File: src/hdl/inv_seq_cfg.svh
// Constants for the inverter phase firing sequencer
`ifndef INV_SEQ_CFG_SVH
`define INV_SEQ_CFG_SVH
`define ADDR_CTRL      12'h000
`define ADDR_STATUS    12'h004
`define CTRL_VAR8_BIT  0
`define CTRL_RESET     32'h00000000
`define DIV_VAR16      5'h10
`define DIV_VAR8       5'h08
`define STEPS          3'h6
`define CLK_NS         4
`define FT_PERIOD_NS   200
`define FT_LOW_NS      20
`define FT_PERIOD_CYC  ((`FT_PERIOD_NS + `CLK_NS - 1) / `CLK_NS)
`define FT_LOW_CYC     ((`FT_LOW_NS + `CLK_NS - 1) / `CLK_NS)
`endif

File: src/hdl/inv_seq_pkg.sv
// Types for the inverter phase firing sequencer
package inv_seq_pkg;
  typedef enum logic [2:0] {
    S0 = 3'b000, S1 = 3'b001, S2 = 3'b010,
    S3 = 3'b011, S4 = 3'b100, S5 = 3'b101
  } step_t;
  typedef struct packed {
    logic a;
    logic aN;
    logic b;
    logic bN;
    logic c;
    logic cN;
  } fire_t;
  typedef struct packed {
    logic overTemp;
    logic overLimit;
    logic instOc;
    logic dcTrip;
  } fault_t;
endpackage : inv_seq_pkg

File: src/hdl/inverter_phase_firing_sequencer.sv
// Inverter phase firing sequencer: divider, phase generator, PWM mux, protection
//
// The implementer's own choices: the APB slave port and the register addresses.
`timescale 1ns/1ps
`include "inv_seq_cfg.svh"

module inverter_phase_firing_sequencer
  import inv_seq_pkg::*;
(
  input  wire logic        clk,
  input  wire logic        rst_n,
  input  wire logic        psel,
  input  wire logic        penable,
  input  wire logic        pwrite,
  input  wire logic [11:0] paddr,
  input  wire logic [31:0] pwdata,
  output logic      [31:0] prdata,
  output logic             pready,
  output logic             pslverr,
  input  wire logic        oscPulse,
  input  wire logic        chopIn,
  input  wire logic        start_n,
  input  wire logic        reverse_request_n,
  input  wire logic        stopReset_n,
  input  wire logic        dcTrip,
  input  wire logic        instant_overcurrent,
  input  wire logic        overcurrent_limit_in,
  input  wire logic        overtemp_switch,
  input  wire logic        modulatorAtMin,
  output fire_t            fireOut,
  output logic      [2:0]  primary_trip_n,
  output logic             overcurrent_lockout_n,
  output logic             firing_train_n,
  output logic             min_voltage_n,
  output logic             run_n,
  output logic             freqFeedback,
  output logic             runningInd,
  output logic             resetRequired
);

  localparam int NPIN = 10;

  ////////////////////////////////////////////////////////////////////////////
  // Pin synchronisers
  logic [NPIN-1:0] pinRaw;
  logic [NPIN-1:0] sync1_ff;
  logic [NPIN-1:0] sync2_ff;

  assign pinRaw = {modulatorAtMin, overtemp_switch, overcurrent_limit_in, instant_overcurrent,
                   dcTrip, stopReset_n, reverse_request_n, start_n, chopIn, oscPulse};

  // Two flops per pin; only the second stage is read by logic
  genvar gi;
  generate
    for (gi = 0; gi < NPIN; gi++)
    begin : g_sync
      always_ff @(posedge clk or negedge rst_n)
      begin
        if (!rst_n)
        begin
          sync1_ff[gi] <= 1'b0;
          sync2_ff[gi] <= 1'b0;
        end
        else
        begin
          sync1_ff[gi] <= pinRaw[gi];
          sync2_ff[gi] <= sync1_ff[gi];
        end
      end
    end
  endgenerate

  logic oscS, chopS, startReq, revReq, stopReq, atMin;
  fault_t faultIn;
  assign oscS     = sync2_ff[0];
  assign chopS    = sync2_ff[1];
  assign startReq = ~sync2_ff[2];
  assign revReq   = ~sync2_ff[3];
  assign stopReq  = ~sync2_ff[4];
  assign faultIn  = fault_t'(sync2_ff[8:5]);
  assign atMin    = sync2_ff[9];

  ////////////////////////////////////////////////////////////////////////////
  // APB slave: zero wait states, answer registered in the setup cycle
  logic [31:0] ctrl_ff;
  logic [31:0] prdata_ff;
  logic        pready_ff;
  logic        pslverr_ff;
  logic [31:0] statusWord;
  logic        setupPh;
  logic        hitCtrl;
  logic        hitStat;

  assign setupPh = psel & ~penable;
  assign hitCtrl = (paddr == `ADDR_CTRL);
  assign hitStat = (paddr == `ADDR_STATUS);

  // Control word: bit 0 picks the divide-by-eight variant
  always_ff @(posedge clk or negedge rst_n)
  begin
    if (!rst_n)
      ctrl_ff <= `CTRL_RESET;
    else if (psel && penable && pready_ff && pwrite && hitCtrl)
      ctrl_ff <= {31'h0, pwdata[`CTRL_VAR8_BIT]};
  end

  // Read data and error latched at setup so access phase sees them at once
  always_ff @(posedge clk or negedge rst_n)
  begin
    if (!rst_n)
    begin
      prdata_ff  <= 32'h0;
      pready_ff  <= 1'b0;
      pslverr_ff <= 1'b0;
    end
    else
    begin
      pready_ff  <= setupPh;
      pslverr_ff <= setupPh & ~(hitCtrl | hitStat);
      if (setupPh && !pwrite)
        prdata_ff <= hitCtrl ? ctrl_ff : (hitStat ? statusWord : 32'h0);
    end
  end

  assign prdata  = prdata_ff;
  assign pready  = pready_ff;
  assign pslverr = pslverr_ff;

  ////////////////////////////////////////////////////////////////////////////
  // Oscillator divider and frequency feedback
  logic       oscPrev_ff;
  logic [4:0] divCnt_ff;
  logic       stepTick_ff;
  logic       fb_ff;
  logic       oscEdge;
  logic [4:0] divMax;

  assign oscEdge = oscS & ~oscPrev_ff;
  assign divMax  = ctrl_ff[`CTRL_VAR8_BIT] ? `DIV_VAR8 : `DIV_VAR16;

  // One step tick per divMax oscillator pulses
  always_ff @(posedge clk or negedge rst_n)
  begin
    if (!rst_n)
    begin
      oscPrev_ff  <= 1'b0;
      divCnt_ff   <= 5'h0;
      stepTick_ff <= 1'b0;
    end
    else
    begin
      oscPrev_ff  <= oscS;
      stepTick_ff <= 1'b0;
      if (oscEdge)
      begin
        if (divCnt_ff >= divMax - 5'h1)
        begin
          divCnt_ff   <= 5'h0;
          stepTick_ff <= 1'b1;
        end
        else
          divCnt_ff <= divCnt_ff + 5'h1;
      end
    end
  end

  // Feedback toggles per pulse, so it runs at half the oscillator rate
  always_ff @(posedge clk or negedge rst_n)
  begin
    if (!rst_n)
      fb_ff <= 1'b0;
    else if (oscEdge)
      fb_ff <= ~fb_ff;
  end

  ////////////////////////////////////////////////////////////////////////////
  // Six-step three-phase generator
  step_t step_ff;

  always_ff @(posedge clk or negedge rst_n)
  begin
    if (!rst_n)
      step_ff <= S0;
    else if (stepTick_ff)
    begin
      unique case (step_ff)
        S0: step_ff <= S1;
        S1: step_ff <= S2;
        S2: step_ff <= S3;
        S3: step_ff <= S4;
        S4: step_ff <= S5;
        S5: step_ff <= S0;
        default: step_ff <= S0;
      endcase
    end
  end

  // Position of a phase within its own cycle, given its offset in steps
  function automatic logic [2:0] phaseIdx(input logic [2:0] st, input logic [2:0] off);
    logic [3:0] sum;
    sum = {1'b0, st} + {1'b0, `STEPS} - {1'b0, off};
    phaseIdx = (sum >= {1'b0, `STEPS}) ? 3'(sum - {1'b0, `STEPS}) : sum[2:0];
  endfunction : phaseIdx

  // Phases X, Y, Z sit 120 degrees apart; centre step is index 1 or 4
  logic [2:0] phHigh;
  logic [2:0] phCentre;
  generate
    for (gi = 0; gi < 3; gi++)
    begin : g_phase
      logic [2:0] idx;
      assign idx          = phaseIdx(step_ff, 3'(2 * gi));
      assign phHigh[gi]   = (idx < 3'h3);
      assign phCentre[gi] = (idx == 3'h1) || (idx == 3'h4);
    end
  endgenerate

  ////////////////////////////////////////////////////////////////////////////
  // Direction: only changed while output voltage is at minimum
  logic dirRev_ff;

  always_ff @(posedge clk or negedge rst_n)
  begin
    if (!rst_n)
      dirRev_ff <= 1'b0;
    else if (atMin)
      dirRev_ff <= revReq;
  end

  // Route X to A always, Y/Z to B/C by direction
  logic [2:0] abcHigh;
  logic [2:0] abcCentre;
  assign abcHigh[0]   = phHigh[0];
  assign abcCentre[0] = phCentre[0];
  assign abcHigh[1]   = dirRev_ff ? phHigh[2] : phHigh[1];
  assign abcHigh[2]   = dirRev_ff ? phHigh[1] : phHigh[2];
  assign abcCentre[1] = dirRev_ff ? phCentre[2] : phCentre[1];
  assign abcCentre[2] = dirRev_ff ? phCentre[1] : phCentre[2];

  // Each leg is on in its half, chopped only in the centre step
  logic [2:0] legP;
  logic [2:0] legN;
  assign legP = abcHigh & (~abcCentre | {3{chopS}});
  assign legN = ~abcHigh & (~abcCentre | {3{chopS}});

  ////////////////////////////////////////////////////////////////////////////
  // Fault latches: set wins over stop/reset clear
  fault_t faults_ff;
  logic   anyFault;
  logic   ocLock;

  assign anyFault = |faults_ff;
  assign ocLock   = faults_ff.instOc | faults_ff.overLimit;

  always_ff @(posedge clk or negedge rst_n)
  begin
    if (!rst_n)
      faults_ff <= '0;
    else
      faults_ff <= fault_t'((faults_ff & {4{~stopReq}}) | faultIn);
  end

  // Start latch seals in; dropped by stop, any fault or over-temperature
  logic startLatch_ff;

  always_ff @(posedge clk or negedge rst_n)
  begin
    if (!rst_n)
      startLatch_ff <= 1'b0;
    else if (stopReq || anyFault || (|faultIn) || faultIn.overTemp)
      startLatch_ff <= 1'b0;
    else if (startReq && atMin)
      startLatch_ff <= 1'b1;
  end

  ////////////////////////////////////////////////////////////////////////////
  // Firing train: periodic low pulses while running
  logic [7:0] ftCnt_ff;
  logic       ft_ff;

  always_ff @(posedge clk or negedge rst_n)
  begin
    if (!rst_n)
    begin
      ftCnt_ff <= 8'h0;
      ft_ff    <= 1'b1;
    end
    else if (!startLatch_ff)
    begin
      ftCnt_ff <= 8'h0;
      ft_ff    <= 1'b1;
    end
    else
    begin
      ftCnt_ff <= (ftCnt_ff == 8'(`FT_PERIOD_CYC - 1)) ? 8'h0 : ftCnt_ff + 8'h1;
      ft_ff    <= ~(ftCnt_ff < 8'(`FT_LOW_CYC));
    end
  end

  ////////////////////////////////////////////////////////////////////////////
  // Registered outputs
  fire_t fire_ff;
  logic [2:0] trip_ff;
  logic lock_ff, mv_ff, run_ff, runInd_ff, rstReq_ff;

  // Over-current fires every switch; otherwise gated by running state
  always_ff @(posedge clk or negedge rst_n)
  begin
    if (!rst_n)
      fire_ff <= '0;
    else if (ocLock)
      fire_ff <= '1;
    else if (startLatch_ff && !anyFault)
      fire_ff <= '{a: legP[0], aN: legN[0], b: legP[1], bN: legN[1], c: legP[2], cN: legN[2]};
    else
      fire_ff <= '0;
  end

  // Status flags; a fault drops running and raises reset-required
  always_ff @(posedge clk or negedge rst_n)
  begin
    if (!rst_n)
    begin
      trip_ff   <= 3'h7;
      lock_ff   <= 1'b1;
      mv_ff     <= 1'b1;
      run_ff    <= 1'b1;
      runInd_ff <= 1'b0;
      rstReq_ff <= 1'b0;
    end
    else
    begin
      trip_ff   <= {3{~faults_ff.dcTrip}};
      lock_ff   <= ~ocLock;
      mv_ff     <= ~atMin;
      run_ff    <= ~(startLatch_ff & ~anyFault);
      runInd_ff <= startLatch_ff & ~anyFault;
      rstReq_ff <= anyFault;
    end
  end

  assign fireOut               = fire_ff;
  assign primary_trip_n        = trip_ff;
  assign overcurrent_lockout_n = lock_ff;
  assign firing_train_n        = ft_ff;
  assign min_voltage_n         = mv_ff;
  assign run_n                 = run_ff;
  assign freqFeedback          = fb_ff;
  assign runningInd            = runInd_ff;
  assign resetRequired         = rstReq_ff;

  // Status word for software, fault types readable before stop/reset
  assign statusWord = {21'h0, step_ff, startLatch_ff, dirRev_ff, faults_ff, rstReq_ff, runInd_ff};

  ////////////////////////////////////////////////////////////////////////////
  // Assertions
  AST_DIV: assert property (@(posedge clk) disable iff (!rst_n)
    oscEdge && divCnt_ff == divMax - 5'h1 |=> stepTick_ff)
    else $error("divider tick missing");

  AST_STEP: assert property (@(posedge clk) disable iff (!rst_n)
    !stepTick_ff |=> $stable(step_ff))
    else $error("step moved without tick");

  AST_PHASE: assert property (@(posedge clk) disable iff (!rst_n)
    (step_ff == S0) |-> phHigh == 3'b101)
    else $error("phase pattern wrong at step 0");

  AST_DIR: assert property (@(posedge clk) disable iff (!rst_n)
    dirRev_ff |-> abcHigh[1] == phHigh[2] && abcHigh[2] == phHigh[1])
    else $error("reverse swap wrong");

  AST_FB: assert property (@(posedge clk) disable iff (!rst_n)
    oscEdge |=> fb_ff != $past(fb_ff))
    else $error("feedback did not toggle");

  AST_TRIP: assert property (@(posedge clk) disable iff (!rst_n)
    faultIn.dcTrip |-> ##2 primary_trip_n == 3'h0)
    else $error("bus trip not issued");

  AST_IOC: assert property (@(posedge clk) disable iff (!rst_n)
    faultIn.instOc |-> ##2 fireOut == '1 && !overcurrent_lockout_n)
    else $error("over-current firing missing");

  AST_LATCH: assert property (@(posedge clk) disable iff (!rst_n)
    faults_ff.overLimit && !stopReq |=> faults_ff.overLimit)
    else $error("lockout released without reset");

  AST_SEAL: assert property (@(posedge clk) disable iff (!rst_n)
    startLatch_ff && !stopReq && !(|faultIn) |=> startLatch_ff)
    else $error("start latch dropped");

  AST_FAULT: assert property (@(posedge clk) disable iff (!rst_n)
    anyFault |=> resetRequired && !runningInd)
    else $error("fault indication wrong");

  AST_TEMP: assert property (@(posedge clk) disable iff (!rst_n)
    faultIn.overTemp |=> !startLatch_ff ##1 run_n)
    else $error("over-temperature did not stop");

  AST_MV: assert property (@(posedge clk) disable iff (!rst_n)
    !startLatch_ff && !atMin |=> !startLatch_ff)
    else $error("started away from minimum voltage");

  AST_FT: assert property (@(posedge clk) disable iff (!rst_n)
    startLatch_ff && ftCnt_ff == 8'h0 |=> !firing_train_n)
    else $error("firing train pulse missing");

  COV_RUN: cover property (@(posedge clk) disable iff (!rst_n) $fell(run_n));
  COV_REV: cover property (@(posedge clk) disable iff (!rst_n) runningInd && dirRev_ff && stepTick_ff);
  COV_IOC: cover property (@(posedge clk) disable iff (!rst_n) runningInd ##1 ocLock);
  COV_CLR: cover property (@(posedge clk) disable iff (!rst_n) resetRequired ##1 stopReq ##[1:4] !resetRequired);

endmodule : inverter_phase_firing_sequencer

File: config.mk
export PLATFORM = sky130hd
export DESIGN_NAME = inverter_phase_firing_sequencer
export DESIGN_NICKNAME = d
export VERILOG_FILES = /design/src/hdl/inv_seq_pkg.sv /design/src/hdl/inverter_phase_firing_sequencer.sv
export VERILOG_INCLUDE_DIRS = /design/src /design/src/hdl
export SDC_FILE = /design/constraint.sdc
export NUM_CORES = 1
export LEC_CHECK = 0
export BUFFER_PORTS_ARGS = -buffer_cell sky130_fd_sc_hd__buf_2
export CAP_MARGIN = 20
export CORE_ASPECT_RATIO = 0.5
export CORE_UTILIZATION = 45
export DETAILED_ROUTE_END_ITERATION = 10
export PLACE_DENSITY_LB_ADDON = 0.05
export SETUP_SLACK_MARGIN = 0.02
export SYNTH_ARGS = -nofsm -noshare
export SYNTH_HDL_FRONTEND = slang
export SYNTH_SLANG_ARGS = --single-unit
File: constraint.sdc
create_clock -name clk -period 4.7 [get_ports clk]
set_clock_uncertainty 0.2 [all_clocks]
set_input_delay 0.705 -clock clk [delete_from_list [all_inputs] [get_ports clk]]
set_output_delay 0.705 -clock clk [all_outputs]
set_load 0.02 [all_outputs]
==> results of run 1 <==
[power breakdown]
| group | internal, mW | switching, mW | total [mW] |
|---|---|---|---|
| Combinational | 0.0926 | 0.162 | 0.255 |
| Sequential | 0.667 | 0.0551 | 0.722 |
| Clock | 0.470 | 0.265 | 0.735 |
| Total | 1.23 | 0.483 | 1.71 |
[per-stage QoR]
step | cell area [um^2] | total power, mW | std cells | hold WS (ns)
after detailed placement | 3340 | 0.987 | 395 | 0.135
after global placement | 3340 | 0.973 | 395 | 0.132
final | 3670 | 1.71 | 411 | 0.147
after CTS | 3670 | 1.73 | 411 | 0.148
after global routing | 3670 | 1.81 | 411 | 0.151
after floorplan | 3140 | 0.927 | 278 | 0.131
[layer usage]
metal / track usage / routed length [um]
met2: 0.295 / 2490
met4: 0.0651 / 51
met3: 0.0742 / 314
met5: 0 / 0
met1: 0.208 / 2470
[cell type report]
| class | count | share of cell area |
|---|---|---|
| Clock buffer | 9 | 0.0614 |
| Clock inverter | 7 | 0.0283 |
| Inverter | 12 | 0.0123 |
| Multi-Input combinational cell | 166 | 0.297 |
| Sequential cell | 72 | 0.493 |
| Tap cell | 88 | 0.0300 |
| Timing Repair Buffer | 57 | 0.0784 |
[registers in the layout, indices dropped and copies added (netlist names), 3 cells and up]
| name | flops |
|---|---|
| ftCnt_ff | 8 |
| sync2_ff | 3 |
| sync1_ff | 10 |
| faults_ff | 4 |
| fireOut | 6 |
| divCnt_ff | 5 |
| prdata | 11 |
| faultIn | 4 |
| step_ff | 3 |
[path summary, 6_finish.rpt]
| check | startpoint | end | slack (ns) | cells after the start |
|---|---|---|---|---|
| setup / recovery | step_ff[1]$_DFFE_PN0P_ | fireOut[0]$_DFF_PN0_ | 2.42 | 6 |
| hold / removal | sync1_ff[1]$_DFF_PN0_ | chopS$_DFF_PN0_ | 0.15 | 0 |
| setup reg to reg | step_ff[1]$_DFFE_PN0P_ | fireOut[0]$_DFF_PN0_ | 2.42 | 6 |
| hold reg to reg | sync1_ff[1]$_DFF_PN0_ | chopS$_DFF_PN0_ | 0.15 | 0 |
| max in group asynchronous | rst_n | primary_trip_n[0]$_DFF_PN1_ | 3.02 | 2 |
| min in group asynchronous | rst_n | pready$_DFF_PN0_ | 0.32 | 1 |
[worst register-to-register path, delay by kind of cell, from the launching register on]
| family | cells | cell delay (ns) |
|---|---|---|
| and+or+nand+nor | 3 | 0.57 |
| DFF | 1 | 0.50 |
| adders and majority gates | 1 | 0.42 |
| AOI/OAI and AO/OA | 1 | 0.28 |
| buffers and inverters | 1 | 0.19 |
[cell usage in the layout (no fill, tap or decap), types with 5 or more instances in the layout]
| cell | instances |
|---|---|
| a21o_1 | 5 |
| a22o_1 | 9 |
| and2_1 | 5 |
| buf_2 | 56 |
| clkbuf_16 | 9 |
| conb_1 | 21 |
| dfrtp_1 | 67 |
| dfstp_2 | 5 |
| ha_1 | 10 |
| inv_1 | 12 |
| nand2_1 | 16 |
| nand3_1 | 6 |
| nor2_1 | 16 |
| nor3_1 | 7 |
| o21ai_0 | 12 |
[kinds of logic (layout without fill, tap and decap cells)]
| logic type | after synthesis | in the layout |
|---|---|---|
| xor gates and xnor gates | 7 | 7 |
| other | 1 | 21 |
| adders and majority gates | 10 | 10 |
| buffers and inverters | 40 | 85 |
| AOI/OAI and AO/OA | 46 | 46 |
| DFF | 72 | 72 |
| muxes | 4 | 4 |
| and+or+nand+nor | 78 | 78 |
==> flow_summary.json, run 1 <==
{
  "track_usage": 0.175,
  "p_leak_nw": 1.75,
  "seq_area_um2": 1810,
  "min-delay-path-class": "reg -> reg",
  "max_cap_viol_count": 0,
  "worst_setup_path_end_kind": "register",
  "cts_root_buffer": "clkbuf_16",
  "route.final.wire_length_um": 5320,
  "multi_input_area_um2": 1090,
  "slew_headroom": 0.360,
  "worstMarginPinSlew_ns": 0.960,
  "cts_buffers": 9,
  "synthSimpleGateAreaFrac": 0.141,
  "fin_setup_tns_ns": 0,
  "area_growth_pct": 19.6,
  "ys_seq_elements": 72,
  "crit_chain": "inv_1 -> ha_1 -> nor3_1 -> nand2_1 -> and3_1 -> a211o_1",
  "synth-adder-area-share": 0.0408,
  "ir_worst_vdd_uv": 244,
  "ys_types": 49,
  "synth_common_cells": "dfrtp_1, buf_4, nand2_1, nor2_1",
  "die_y_um": 60.4,
  "grt-ovfl-total": 0,
  "die_area_um2": 7170,
  "synthArstFlopShare": 1.00,
  "postCtsSetupBuffers": 0,
  "synth_top_family_by_area": "simple AND/OR/NAND/NOR gates",
  "post-place-ws_ns": 2.46,
  "antenna_found_initial": 0,
  "viasPerCell": 4.93,
  "avgSynthCellArea_um2": 11.9,
  "first_global_vias": 1987,
  "synth_flop_cell": "dfrtp_1",
  "timing.fmax_ghz": 0.439,
  "worst_slack_ns": 2.42,
  "rows": 20,
  "grt_max_degree": 45,
  "period_needed_ns": 2.28,
  "dp_hpwl_um": 3880,
  "io_pins": 109,
  "rsz0062_at_grt": "no",
  "ctsResizeCount": 0,
  "vias": 2026,
  "ant_nets": 0,
  "critical_path_class": "reg -> reg",
  "drc": 0,
  "worstPathRequired_ns": 4.72,
  "yosysWarnings": 0,
  "setup_viol": 0,
  "synth.largest_area_cell": "dfrtp_1",
  "slew_violations": 0,
  "synth.top_cell.area_share": 0.546,
  "slowest_stage": "dfrtp_1",
  "cts_max_path_buffers": 2,
  "power_density_nw_per_um2": 467,
  "clk_latency_ns": 0.34,
  "grt_pass1_wl_um": 9200,
  "status": "complete, no violations",
  "cts.sink_count": 72,
  "fin_util": 0.579,
  "first_pass_iters": 4,
  "initial_utilization": 0.485,
  "cts_tree": "done",
  "crit_family": "simple AND/OR/NAND/NOR gates",
  "synthTopCellsByArea": "dfrtp_1, buf_4, dfstp_2",
  "antenna_cells": 0,
  "synth.most_common_cell": "dfrtp_1",
  "clk_pin_slew_worst_paths_ns": 0.06,
  "hold_viol_final": 0,
  "port_buffers": 56,
  "final_nets": 387,
  "final_layout_size_suffix_gt1_frac": 0.269,
  "path_buf_inv": 1,
  "wl_per_cell_um": 12.9,
  "worst-path-max-fanout": 9,
  "finalWeightedCongestion": 0.784,
  "period_share": 0.485,
  "hold_buffers": 0,
  "drt_iter0_drc": 91,
  "htree_levels": 3,
  "netlist_instances": 258,
  "coreArea_um2": 6330,
  "netlist_area_um2": 3070,
  "synth-seq-area-share": 0.589,
  "synth_edf_count": 0,
  "nFillCells": 544,
  "die_w_um": 119,
  "synth_xor_area_frac": 0.0200,
  "worstPathArrival_ns": 2.30,
  "slowest_delay_ns": 0.50,
  "startpoint_type": "register",
  "muxShareOfSynthArea": 0.0135,
  "synth_compound_area_frac": 0.114
}
No activity file was read; power rests on OpenSTA's default activity.
==> run 2, diff against run 1 <==
--- a/config.mk
+++ b/config.mk
@@ -6,6 +6,7 @@
 export SDC_FILE = /design/constraint.sdc
 export NUM_CORES = 1
 export LEC_CHECK = 0
+export ABC_AREA = 1
 export BUFFER_PORTS_ARGS = -buffer_cell sky130_fd_sc_hd__buf_2
 export CAP_MARGIN = 20
 export CORE_ASPECT_RATIO = 0.5
==> constraint.sdc (replaced) <==
create_clock -name clk -period 2.08 [get_ports clk]
set_clock_uncertainty 0.2 [all_clocks]
set_input_delay 0.312 -clock clk [delete_from_list [all_inputs] [get_ports clk]]
set_output_delay 0.312 -clock clk [all_outputs]
set_load 0.02 [all_outputs]
==> run 2 against run 1 <==
Sequential power up 120%. Area after synthesis up 2.8%. Non-clock buffer count up 15. Critical path depth up 3. Count of clock-buffer cells in the layout up 1. Combinational power up 56%. First-iteration DRC count down 30%. Maximum frequency up 19%. Via count up 15%. Worst setup slack worse by 2.2 ns. Final cell count up 22%. Wire length up 6.1%. Highest routed layer unchanged.
==> flow_summary.json, run 2 <==
{
  "status": "complete, no violations",
  "worst_setup_path_end_kind": "register",
  "first_pass_iters": 4,
  "yosysWarnings": 0,
  "die_area_um2": 7370,
  "hold_viol_final": 0,
  "worstPathRequired_ns": 2.09,
  "fin_total_pwr_mw": 3.51,
  "cts_buffers": 9,
  "post-place-ws_ns": 0.189,
  "clk_pin_slew_worst_paths_ns": 0.05,
  "synth.largest_area_cell": "dfrtp_1",
  "clkPwrFrac": 0.438,
  "netlist_area_um2": 3150,
  "fin_cells": 502,
  "avgSynthCellArea_um2": 9.56,
  "slew_violations": 0,
  "synth_flop_cell": "dfrtp_1",
  "ys_seq_elements": 72,
  "r2r_cells": 9,
  "worst_slack_ns": 0.173,
  "worstPathArrival_ns": 1.92,
  "startpoint": "step_ff[2]$_DFFE_PN0P_",
  "cts_max_path_buffers": 2,
  "synth.most_common_cell": "nand2_1",
  "drt_iter0_drc": 64,
  "largest_reg_flops": 11,
  "reg2reg_to": "fireOut[2]$_DFF_PN0_",
  "viasPerCell": 4.63,
  "timing.fmax_ghz": 0.524,
  "antenna_found_initial": 0,
  "max_cap_viol_count": 0,
  "finalWeightedCongestion": 0.833,
  "synth_edf_count": 0,
  "coreArea_um2": 6730,
  "rsz0062_at_grt": "no",
  "port_buffers": 56,
  "intPower_mw": 2.61,
  "dp_hpwl_um": 4150,
  "ys_types": 40,
  "netlist_instances": 330,
  "htree_levels": 3,
  "layout_common_cells": "nand2_1, dfrtp_1, buf_2, inv_1, nor2_1",
  "worst-path-max-fanout": 6,
  "rows": 21,
  "ir_worst_vdd_uv": 588,
  "clk_latency_ns": 0.33,
  "cp-endpoint": "fireOut[2]$_DFF_PN0_",
  "ant_nets": 0,
  "final_area_um2": 3900,
  "drc": 0,
  "period_needed_ns": 1.91,
  "setup_viol": 0,
  "swShare": 0.258,
  "p_comb_frac": 0.113,
  "io_pins": 109,
  "cts_root_buffer": "clkbuf_16",
  "startpoint_type": "register",
  "first_global_vias": 2045,
  "grt_pass1_wl_um": 9190,
  "die_w_um": 120,
  "synth_common_cells": "nand2_1, dfrtp_1, inv_1, nor2_1, buf_4",
  "area_growth_pct": 23.5,
  "track_usage": 0.170,
  "r2r_setup_slack_ns": 0.17,
  "critical_path_class": "reg -> reg",
  "power_density_nw_per_um2": 901,
  "cts_tree": "done",
  "period_share": 0.917,
  "vias": 2323,
  "cts.sink_count": 72,
  "die_y_um": 61.2,
  "postPlaceCellArea_um2": 3480,
  "postCtsSetupBuffers": 0,
  "post-place-cells": 475,
  "synthArstFlopShare": 1.00,
  "wl_per_cell_um": 11.2,
  "synth.top_cell.area_share": 0.532,
  "antenna_cells": 0,
  "r2r_start": "step_ff[2]$_DFFE_PN0P_",
  "p_leak_nw": 1.94,
  "min-delay-path-class": "in -> reg",
  "fin_setup_tns_ns": 0,
  "route.final.wire_length_um": 5640,
  "grt_max_degree": 30,
  "layout_commonest_cell": "nand2_1",
  "synth-seq-area-share": 0.573,
  "final_layout_size_suffix_gt1_frac": 0.227,
  "seqPwrFrac": 0.449,
  "grt-ovfl-total": 0,
  "initial_utilization": 0.469,
  "final_nets": 474,
  "power_switching_mw": 0.905,
  "synthTopCellsByArea": "dfrtp_1, nand2_1, buf_4"
}
## run 2: cell count changes after synthesis, sizes merged, moves of 10 or more
cell   delta
nand2    +59
nor2     +16
inv      +25
a22o     -10
nand3    +13
## run 2: through the flow
stage | util | hold WS, ns
finish | 0.579 | 0.0123
detailed placement | 0.517 | 0.0975
global placement | 0.517 | 0.0893
global route | 0.579 | 0.0136
CTS | 0.579 | 0.00519
floorplan | - | -0.184
## run 2: timing repair
item / in CTS / in global routing
hold buffers: 11 / 0
endpoints found under the hold margin: 27 / 0
gates resized for setup: 0 / 0
## run 2: routing by layer
layer / part of all wire / track usage / up-vias
met5: 0 / 0 / -
met4: 0.017 / 0.0847 / 0
met3: 0.063 / 0.0639 / 12
met2: 0.45 / 0.265 / 65
met1: 0.47 / 0.215 / 1082
li1: - / - / 1164
## run 2: how the worst min path moves through the flow
stage               slack (ns)  depth (start not counted)       from                     end
finish                    0.01                          3  pwdata[0]  ctrl_ff[0]$_DFFE_PN0P_
floorplan                -0.18                          0      rst_n         atMin$_DFF_PN0_
CTS                      0.005                          3  pwdata[0]  ctrl_ff[0]$_DFFE_PN0P_
detailed placement         0.1                          1      rst_n        pready$_DFF_PN0_
global placement          0.09                          1      rst_n        pready$_DFF_PN0_
global route              0.01                          3  pwdata[0]  ctrl_ff[0]$_DFFE_PN0P_
## run 2: critical path, cell delays in order, from the launching register on
cell     delay, ns
dfrtp_1       0.43
inv_1         0.14
ha_1          0.38
inv_1         0.11
a21oi_1       0.20
nand2_1       0.07
o21ai_1       0.10
nor2_1        0.06
nand2_1       0.06
nand2_1       0.04
## run 2: cells by family after synthesis
| logic type | synth area share |
|---|---|
| buf+inv | 0.107 |
| other cells | 0.00119 |
| xor+xnor | 0.00833 |
| compound gates | 0.0651 |
| flops | 0.573 |
| simple gates | 0.205 |
| fa+ha+maj | 0.0397 |
## run 2: area by class of cell
class | count | area [um^2]
tap | 92 | 115
timing repair buffer | 72 | 440
clock buffer | 10 | 239
sequential | 72 | 1810
multi-input combinational | 213 | 1080
clock inverter | 6 | 68.8
inverter | 37 | 141
fill | 592 | 2830
## run 2: power groups by stage
stage               combinational (mW)  clock, mW  sequential (mW)
detailed placement               0.384          0             1.60
global placement                 0.371          0             1.60
floorplan                        0.282          0             1.60
CTS                              0.402       1.59             1.58
finish                           0.398       1.54             1.58
global route                     0.456       1.64             1.59
